`src/logic/vic_map.svh`:
```
/*
  Register offsets, field masks, reset values and fixed latencies of the
  vectored interrupt controller. Assumes a 12-bit APB byte address.
*/
`ifndef VIC_MAP_SVH
`define VIC_MAP_SVH
// apb byte offsets
`define VIC_EN_LAST     12'h01C
`define VIC_PRIO_BASE   12'h040
`define VIC_PRIO_LAST   12'h0B4
`define VIC_STAT        12'h100
`define VIC_MASK        12'h104
`define VIC_STATE       12'h108
`define VIC_VT_BASE     12'h200
`define VIC_VT_LAST     12'h3F4
// enable word write masks: word 1 has only bits 13, 4..0
`define VIC_INTERRUPT_ENABLE_CONTROL_1_MASK   16'h201F
`define VIC_EN7_MASK    16'h003F
`define VIC_PRIO_MASK   16'h7777
`define VIC_PRIO29_MASK 16'h0077
// table geometry and addresses
`define VIC_N_TRAP      8
`define VIC_N_IRQ       118
`define VIC_N_VEC       126
`define VIC_VT_ORG      24'h000004
`define VIC_RESET_PC    24'h000000
`define VIC_TRAP_LVL    4'h8
// status bit positions
`define VIC_EV_ENTRY    0
`define VIC_EV_TRAP     1
`define VIC_EV_RET      2
// return latency in cycles, minus one
`define VIC_RET_LAST    2'h1
`endif

```
`src/logic/vic_pkg.sv`:
```
/*
  Types of the vectored interrupt controller.
  Assumes nothing beyond a SystemVerilog compiler.
*/
`default_nettype none
package vic_pkg;
  typedef logic [23:0] vic_addr_t;
  typedef logic [6:0]  vic_idx_t;
  typedef logic [3:0]  vic_lvl_t;
  typedef enum logic [5:0] {
    VIC_IDLE   = 6'h01,
    VIC_LOOK   = 6'h02,
    VIC_FETCH  = 6'h04,
    VIC_OFFER  = 6'h08,
    VIC_SERVE  = 6'h10,
    VIC_RETURN = 6'h20
  } vic_state_t;
endpackage : vic_pkg
`default_nettype wire

```
`src/logic/vic_vt_if.sv`:
```
/*
  Carrier between the controller and its vector table memory.
  Assumes both ends sit on the same clock.
*/
`timescale 1ns/1ns
`default_nettype none
interface vic_vt_if;
  logic [6:0]  rd_idx;
  logic [23:0] rd_data;
  logic        wr_en;
  logic [6:0]  wr_idx;
  logic [23:0] wr_data;
  modport ctl (output rd_idx, output wr_en, output wr_idx, output wr_data, input rd_data);
  modport mem (input rd_idx, input wr_en, input wr_idx, input wr_data, output rd_data);
endinterface : vic_vt_if
`default_nettype wire

```
`src/logic/vic_top.sv`:
```
/*
  Vectored interrupt controller: merges 8 traps and 118 maskable
  sources into one request to the core, supplies the handler address
  from the vector table, APB register slave, sticky event interrupt.
  Assumes sources and core signals are on the same clock.
*/
// The implementer's own choices: the placing of the registers and the APB register port.
// Behaviour
// - all sources merge into one core request
// - table holds 8 traps plus 118 sources
// - every source owns its own table slot
// - seven software-selectable priority levels
// - equal level resolved by fixed order
// - lower slot wins, slot zero beats all
// - table entries start at word 000004h
// - entry is the 24-bit handler address
// - entry and return latency fixed
// - reset bypasses controller, address zero
// - enable word 1 bits 13, 4..0 external
`timescale 1ns/1ns
`default_nettype none
`include "vic_map.svh"
module vic_top (
  input  wire logic              clock,
  input  wire logic              arst_n,
  input  wire logic [7:0]        trap_req,
  input  wire logic [117:0]      irq_src,
  input  wire vic_pkg::vic_lvl_t cpu_ipl,
  input  wire logic              irq_ack,
  input  wire logic              irq_ret,
  input  wire logic              psel,
  input  wire logic              penable,
  input  wire logic              pwrite,
  input  wire logic [11:0]       paddr,
  input  wire logic [31:0]       pwdata,
  output logic [31:0]            prdata,
  output logic                   pready,
  output logic                   pslverr,
  output logic                   cpu_irq_req,
  output var vic_pkg::vic_addr_t cpu_irq_vec,
  output var vic_pkg::vic_lvl_t  cpu_irq_lvl,
  output var vic_pkg::vic_idx_t  cpu_irq_idx,
  output var vic_pkg::vic_addr_t vt_entry_addr,
  output logic                   irq_out
);
  import vic_pkg::*;

  logic [1:0]        rs_r;
  logic              rst_n;
  logic [7:0][15:0]  en_r, en_nxt;
  logic [29:0][15:0] prio_r, prio_nxt;
  logic [127:0]      en_flat;
  logic [2:0]        stat_r, stat_nxt, mask_r, mask_nxt, ev;
  logic [31:0]       prdata_r, prdata_nxt;
  vic_state_t        st_r, st_nxt;
  vic_idx_t          widx_r, widx_nxt, win_idx;
  vic_lvl_t          wlvl_r, wlvl_nxt, win_lvl;
  vic_addr_t         vec_r, vec_nxt, ent_r, ent_nxt;
  logic [1:0]        cnt_r, cnt_nxt;
  logic              win_vld, go;
  logic [125:0]      req;
  logic [503:0]      lvl_flat;
  logic              aligned, en_hit, prio_hit, vt_hit, hit, wr, rd;
  logic [2:0]        en_sel;
  logic [4:0]        prio_sel;
  logic [6:0]        vt_sel;

  vic_vt_if vt ();

  // reset release through two flops; the assertion side stays async
  always_ff @(posedge clock or negedge arst_n) begin
    if (!arst_n) begin
      rs_r <= 2'h0;
    end else begin
      rs_r <= {rs_r[0], 1'b1};
    end
  end
  assign rst_n = rs_r[1];

  // apb decode; the slave never stalls
  always_comb begin
    aligned  = (paddr[1:0] == 2'h0);
    en_hit   = (paddr <= `VIC_EN_LAST);
    en_sel   = paddr[4:2];
    prio_hit = (paddr >= `VIC_PRIO_BASE) && (paddr <= `VIC_PRIO_LAST);
    prio_sel = 5'((paddr - `VIC_PRIO_BASE) >> 2);
    vt_hit   = (paddr >= `VIC_VT_BASE) && (paddr <= `VIC_VT_LAST);
    vt_sel   = 7'((paddr - `VIC_VT_BASE) >> 2);
    hit      = aligned && (en_hit || prio_hit || vt_hit || paddr == `VIC_STAT
               || paddr == `VIC_MASK || paddr == `VIC_STATE);
    wr       = psel && penable && pwrite && hit;
    rd       = psel && !penable && !pwrite;
  end
  assign pready  = 1'b1;
  assign pslverr = psel && penable && !hit;

  // software-written configuration: enables, levels, event mask
  always_comb begin
    en_nxt   = en_r;
    prio_nxt = prio_r;
    mask_nxt = mask_r;
    if (wr && en_hit) begin
      unique case (en_sel)
        3'h1:    en_nxt[en_sel] = pwdata[15:0] & `VIC_INTERRUPT_ENABLE_CONTROL_1_MASK;
        3'h7:    en_nxt[en_sel] = pwdata[15:0] & `VIC_EN7_MASK;
        default: en_nxt[en_sel] = pwdata[15:0];
      endcase
    end
    // three bits per source give levels 1..7, level 0 parks it
    if (wr && prio_hit) begin
      prio_nxt[prio_sel] = pwdata[15:0] &
        ((prio_sel == 5'h1D) ? `VIC_PRIO29_MASK : `VIC_PRIO_MASK);
    end
    if (wr && paddr == `VIC_MASK) begin
      mask_nxt = pwdata[2:0];
    end
  end
  assign en_flat = en_r;

  // read mux, loaded in the setup cycle so prdata comes from a flop
  always_comb begin
    prdata_nxt = prdata_r;
    if (rd) begin
      prdata_nxt = 32'h0;
      if (aligned && en_hit) begin
        prdata_nxt[15:0] = en_r[en_sel];
      end else if (aligned && prio_hit) begin
        prdata_nxt[15:0] = prio_r[prio_sel];
      end else if (paddr == `VIC_STAT) begin
        prdata_nxt[2:0] = stat_r;
      end else if (paddr == `VIC_MASK) begin
        prdata_nxt[2:0] = mask_r;
      end else if (paddr == `VIC_STATE) begin
        prdata_nxt[16:0] = {st_r, wlvl_r, widx_r};
      end
    end
  end

  // slot map: traps own slots 0..7, source s owns slot 8+s
  for (genvar g = 0; g < `VIC_N_VEC; g++) begin : g_slot
    if (g < `VIC_N_TRAP) begin : g_trap
      assign req[g]            = trap_req[g];
      assign lvl_flat[g*4 +: 4] = `VIC_TRAP_LVL;
    end else begin : g_irq
      logic [2:0] lvl;
      assign lvl                = prio_r[(g-8)/4][((g-8)%4)*4 +: 3];
      assign lvl_flat[g*4 +: 4] = {1'b0, lvl};
      assign req[g] = irq_src[g-8] && en_flat[g-8] && (lvl != 3'h0);
    end
  end

  vic_prio_enc u_enc (
    .req      (req),
    .lvl_flat (lvl_flat),
    .win_idx  (win_idx),
    .win_lvl  (win_lvl),
    .win_vld  (win_vld)
  );

  // table port: controller reads, apb writes
  assign vt.rd_idx  = widx_r;
  assign vt.wr_en   = wr && vt_hit;
  assign vt.wr_idx  = vt_sel;
  assign vt.wr_data = pwdata[23:0];

  vic_vt_mem u_vt (
    .clock (clock),
    .vt    (vt)
  );

  // one merged request, only above the core's current level
  assign go = win_vld && (win_lvl > cpu_ipl);

  // entry: idle, look, fetch, offer is always three cycles; no preemption
  always_comb begin
    st_nxt   = st_r;
    widx_nxt = widx_r;
    wlvl_nxt = wlvl_r;
    vec_nxt  = vec_r;
    ent_nxt  = ent_r;
    cnt_nxt  = cnt_r;
    ev       = 3'h0;
    unique case (st_r)
      VIC_IDLE: begin
        if (go) begin
          st_nxt   = VIC_LOOK;
          widx_nxt = win_idx;
          wlvl_nxt = win_lvl;
        end
      end
      VIC_LOOK: begin
        st_nxt  = VIC_FETCH;
        ent_nxt = `VIC_VT_ORG + widx_r;
      end
      VIC_FETCH: begin
        st_nxt  = VIC_OFFER;
        vec_nxt = vt.rd_data;
      end
      VIC_OFFER: begin
        if (irq_ack) begin
          st_nxt              = VIC_SERVE;
          ev[`VIC_EV_ENTRY] = 1'b1;
          ev[`VIC_EV_TRAP]  = (widx_r < 7'h08);
        end
      end
      VIC_SERVE: begin
        if (irq_ret) begin
          st_nxt  = VIC_RETURN;
          cnt_nxt = `VIC_RET_LAST;
        end
      end
      VIC_RETURN: begin
        if (cnt_r == 2'h0) begin
          st_nxt          = VIC_IDLE;
          ev[`VIC_EV_RET] = 1'b1;
        end else begin
          cnt_nxt = cnt_r - 2'h1;
        end
      end
    endcase
  end

  // sticky events: a set in the clearing cycle survives
  always_comb begin
    stat_nxt = stat_r & ~((wr && paddr == `VIC_STAT) ? pwdata[2:0] : 3'h0);
    stat_nxt = stat_nxt | ev;
  end
  assign irq_out = |(stat_r & mask_r);

  // state registers; reset leaves the core at address zero
  always_ff @(posedge clock or negedge rst_n) begin
    if (!rst_n) begin
      en_r     <= '0;
      prio_r   <= '0;
      mask_r   <= 3'h0;
      stat_r   <= 3'h0;
      prdata_r <= 32'h0;
      st_r     <= VIC_IDLE;
      widx_r   <= 7'h00;
      wlvl_r   <= 4'h0;
      vec_r    <= `VIC_RESET_PC;
      ent_r    <= `VIC_RESET_PC;
      cnt_r    <= 2'h0;
    end else begin
      en_r     <= en_nxt;
      prio_r   <= prio_nxt;
      mask_r   <= mask_nxt;
      stat_r   <= stat_nxt;
      prdata_r <= prdata_nxt;
      st_r     <= st_nxt;
      widx_r   <= widx_nxt;
      wlvl_r   <= wlvl_nxt;
      vec_r    <= vec_nxt;
      ent_r    <= ent_nxt;
      cnt_r    <= cnt_nxt;
    end
  end

  assign prdata        = prdata_r;
  assign cpu_irq_req   = (st_r == VIC_OFFER);
  assign cpu_irq_vec   = vec_r;
  assign cpu_irq_lvl   = wlvl_r;
  assign cpu_irq_idx   = widx_r;
  assign vt_entry_addr = ent_r;

  // checker helper: any pending slot that should have beaten the winner
  logic beaten;
  always_comb begin
    beaten = 1'b0;
    for (int i = 0; i < `VIC_N_VEC; i++) begin
      if (req[i] && (lvl_flat[i*4 +: 4] > win_lvl
          || (lvl_flat[i*4 +: 4] == win_lvl && 7'(i) < win_idx))) begin
        beaten = 1'b1;
      end
    end
  end
endmodule : vic_top
`default_nettype wire

```
`src/logic/vic_vt_mem.sv`:
```
/*
  Vector table store: 126 handler addresses of 24 bits, one write port,
  one read port whose data come out of a register one cycle later.
  Assumes the writer keeps indices below 126.
*/
`timescale 1ns/1ns
`default_nettype none
`include "vic_map.svh"
module vic_vt_mem (
  input wire logic clock,
  vic_vt_if.mem    vt
);
  logic [23:0] mem_r [`VIC_N_VEC];
  logic [23:0] rd_r;

  // contents are software loaded, so no reset on the array
  always_ff @(posedge clock) begin
    if (vt.wr_en) begin
      mem_r[vt.wr_idx] <= vt.wr_data;
    end
    rd_r <= mem_r[vt.rd_idx];
  end

  assign vt.rd_data = rd_r;
endmodule : vic_vt_mem
`default_nettype wire

```
`src/logic/vic_prio_enc.sv`:
```
/*
  Winner search over all 126 vector slots: highest level first, then
  the lowest slot. Purely combinational.
  Assumes unused or disabled slots arrive with their request low.
*/
`timescale 1ns/1ns
`default_nettype none
module vic_prio_enc (
  input  wire logic [125:0]  req,
  input  wire logic [503:0]  lvl_flat,
  output var vic_pkg::vic_idx_t win_idx,
  output var vic_pkg::vic_lvl_t win_lvl,
  output logic               win_vld
);
  import vic_pkg::*;

  // walk downward so that on equal level the lower slot is taken last
  always_comb begin
    win_idx = '0;
    win_lvl = '0;
    win_vld = 1'b0;
    for (int i = 125; i >= 0; i--) begin
      if (req[i] && (lvl_flat[i*4 +: 4] >= win_lvl)) begin
        win_vld = 1'b1;
        win_lvl = lvl_flat[i*4 +: 4];
        win_idx = 7'(i);
      end
    end
  end
endmodule : vic_prio_enc
`default_nettype wire

```
`config.mk`:
```
export PLATFORM = sky130hd
export DESIGN_NAME = vic_top
export DESIGN_NICKNAME = d
export VERILOG_FILES = /design/src/logic/vic_pkg.sv /design/src/logic/vic_vt_if.sv /design/src/logic/vic_top.sv /design/src/logic/vic_vt_mem.sv /design/src/logic/vic_prio_enc.sv
export VERILOG_INCLUDE_DIRS = /design/src /design/src/logic
export SDC_FILE = /design/constraint.sdc
export NUM_CORES = 2
export LEC_CHECK = 0
export BUFFER_PORTS_ARGS = -buffer_cell sky130_fd_sc_hd__buf_2
export CORE_MARGIN = 2
export CORE_UTILIZATION = 60
export DETAILED_ROUTE_END_ITERATION = 10
export GPL_TIMING_DRIVEN = 0
export HOLD_SLACK_MARGIN = 0.15
export PLACE_DENSITY = 0.75
export SYNTH_ARGS = -nofsm -noshare
export SYNTH_HDL_FRONTEND = slang
export SYNTH_HIERARCHICAL = 1
export SYNTH_SLANG_ARGS = --single-unit
export TNS_END_PERCENT = 100
```
`constraint.sdc`:
```
create_clock -name clock -period 19.7 [get_ports clock]
set_input_delay 5.91 -clock clock [delete_from_list [all_inputs] [get_ports clock]]
set_output_delay 5.91 -clock clock [all_outputs]
set_load 0.01 [all_outputs]
```
==> metrics.txt <==
Yosys top cell area share 53.57%; Antenna Nets Post-Route 0; share of cells above drive strength 1 33.37%; Power Density 99.58 nW/µm²; clock-pin transition on the worst setup and hold timing paths approximately 60 ps; CP delay by family, top compound AO/OA/AOI/OAI gates; first-pass GRT wire length between 800,000 and 900,000 µm; CTS root buffer clkbuf_16; failing checks max-capacitance violations, max-slew violations, negative setup slack; crit path capture type register; Final min period 187,840 ps; Sequential Power Share a little over two fifths; Yosys top cell by area edfxtp_1; Die Ht between 500 and 600 µm; I/O Pins 276; slew of the pin with the lowest slew margin 1749 ps; leakage 0.07201 µW; Cell Area, Placed 183,200 µm²; Worst path most repeated cell ha_4; CP required ~20,000 ps; grt ovf 0; post-synthesis cell count 11,110; Critical Path Start Type primary input; TritonRoute pass-1 iters 10; FMAX 0.005324 GHz; power share of the combinational group 24.0%; critical path type primary input to register; H-tree levels 5; Worst Slack Setup Final -168,140 ps; Synth area leaders edfxtp_1 54%, mux4_2 8.6%, dfrtp_1 8.3%; CP max stage delay 570 ps; Final #Nets around 13,000; row cnt 195; largest net degree at the start of global routing around 100; Via Count 116,500; Finished Layout Cells 16,730; Routed WL between 500,000 and 600,000 µm; Mean Syn Cell Area 15.25 µm²; Yosys reg bits 3,612; core area 281,600 µm²; gr usage total around two fifths; Post-synth EDFFs 3,024; vias in the first global route 112,700; Psw 5974 µW; clk sinks 3,612; Final Hold Violating Endpoints 0; CTS tree done; RSZ-0062 raised after global routing yes; RD Place Congestion 1.063; Clock Power Share 33.7%; sequential fraction of the synthesis area 62.18%; Slowest-stage cell, CP or4_4; VDD IR max 0.1043 mV; Ys Warns 6; Int Pwr approximately 14,000 µW; Num CTS Buffers 358; dpl ws -180,690 ps; outcome complete, but fails checks; antenna violations before repair 52; 1st-iter DRT viols 16,330; worst-path maximum fanout 8; Max Root-Sink Buffers 4; Setup violations, final 13; die area between 200,000 and 300,000 µm²; # DRC 0; Pins Over Slew Limit 30; clock skew 87.92 ps; synthesis-to-finish area growth 18.22%; Cell Area, Synth roughly 170,000 µm²; Port Buffers 235; Worst EP arrival 188,650 ps; Switching Share 29.94%; Initial Utilization 60.20%; final worst path period share 953.5%; hold_buf cts 0; design area 200,400 µm²; DIE WIDTH 535.5 µm; Placed Cells 15,570; type of the tightest min-delay check register to register; library cells used by synthesis 194; ys flop type edfxtp_1; Routed WL per cell 34.74 µm; Slew headroom -17.66%; most frequent cells after synthesis 3,024 x edfxtp_1, 703 x mux2_2, 647 x mux4_2; WP buf/inv 36; count leader, synth edfxtp_1; ys async rst share about 16%; Util after Layout 71.17%; dpl hpwl 398,200 µm; maxcap violations 7; Clock Latency Late Sink 960 ps; DR vias/cell 6.964
## per-stage QoR
step / TNS, ps / power (µW) / hold WS (ps)
2_1_floorplan: -2096790 / 11320 / 331.2
3_3_place_gp: -4526910 / 12970 / 337.0
3_5_place_dp: -2348030 / 13080 / 340.3
4_1_cts: -2193710 / 19780 / 353.6
5_1_grt: -2266440 / 20320 / 368.5
6_report: -2185170 / 19950 / 350.0
## worst paths after layout
kind                                                 startpoint  slack [ps]  depth (start not counted)                          end
setup / recovery                                   irq_src[117]     -168140                        745   cpu_irq_idx[1]$_DFFE_PN0P_
min in group asynchronous                     rs_r[1]$_DFF_PN0_         370                          1  cpu_irq_vec[20]$_DFFE_PN0P_
hold / removal                                rs_r[0]$_DFF_PN0_         350                          0            rs_r[1]$_DFF_PN0_
max in group asynchronous                                arst_n       14850                          1            rs_r[1]$_DFF_PN0_
setup reg to reg           g_slot[125].g_irq.lvl[2]$_DFFE_PN0P_     -163750                        964   cpu_irq_idx[1]$_DFFE_PN0P_
hold reg to reg                               rs_r[0]$_DFF_PN0_         350                          0            rs_r[1]$_DFF_PN0_
## registers in the layout (all words and copies together) (netlist names), 3 cells and up, named ones only
signal / cells
prio_r: 6
stat_r: 3
prdata: 17
cpu_irq_lvl: 4
mask_r: 3
cpu_irq_idx: 7
u_vt/vt.rd_data: 24
vt_entry_addr: 8
g_slot.g_irq.lvl: 354
u_vt/mem_r: 3024
cpu_irq_vec: 24
en_flat: 123
st_r: 6
## layer usage
| metal | vias up | wire length, µm | GRT usage (%) |
|---|---|---|---|
| met4 | 34 | 53860 | 29.38 |
| met1 | 58520 | 194300 | 48.86 |
| met3 | 2054 | 67080 | 9.277 |
| met2 | 8646 | 265700 | 62.08 |
| met5 | - | 235 | 0 |
| li1 | 47240 | - | - |
## cell type report
cell class / instances / area [µm²]
antenna: 21 / 52.55
multi-input combinational: 6971 / 67380
sequential: 3612 / 105400
timing repair buffer: 854 / 7365
fill: 17690 / 81180
clock inverter: 188 / 1688
tap: 3743 / 4683
clock buffer: 463 / 9733
buffer: 516 / 2711
inverter: 360 / 1360
## cell usage in the layout (no fill, tap or decap), types with 87 or more instances in the layout
master	n
o21ai_0	241
nor2_4	119
o211ai_1	101
buf_2	337
ha_1	178
mux4_2	647
a22oi_1	307
nand3_1	184
mux2_4	111
clkbuf_16	366
nand2_1	555
edfxtp_1	3024
ha_4	101
a31oi_1	87
inv_1	348
mux2_2	619
o311a_1	124
conb_1	356
mux2i_1	405
dfrtp_1	562
clkbuf_1	303
a21oi_1	278
buf_4	589
nor2_1	306
o22ai_1	123
## cell families (layout without fill, tap and decap cells)
logic type / count (synthesis) / after routing / share of synthesized area (%)
AO/OA/AOI/OAI: 2327 / 2327 / 10.34
XOR/XNOR: 5 / 5 / 0.02584
adder cells (fa/ha/maj): 358 / 358 / 2.533
buffers and inverters: 886 / 2381 / 2.417
flip-flops: 3612 / 3612 / 62.18
multiplexers: 1793 / 1793 / 15.97
other: 2 / 377 / 0.004431
AND/OR/NAND/NOR: 2131 / 2132 / 6.524
## repair_timing
action,CTS,global route
cloned,1,1
pin swaps,156,458
buffers inserted,220,279
setup endpoints to repair,13,13
resized for setup,108,300
## worst reg2reg max path, delay by kind of cell, from the launching register on
family                     cells  cell delay [ps]
AOI/OAI and AO/OA            352            60260
adders and majority gates    179            46740
buffers and inverters         42             5040
DFF                            1              460
muxes                         81            26000
and+or+nand+nor              310            44910
## power groups by stage
stage	Sequential (µW)	Clock, µW	Combinational, µW
2_1_floorplan	8580	0	2740
3_3_place_gp	8620	0	4350
3_5_place_dp	8580	0	4500
4_1_cts	8430	6750	4600
5_1_grt	8430	7020	4860
6_report	8430	6730	4790
Note: power is estimated with default switching activity, not from simulation.
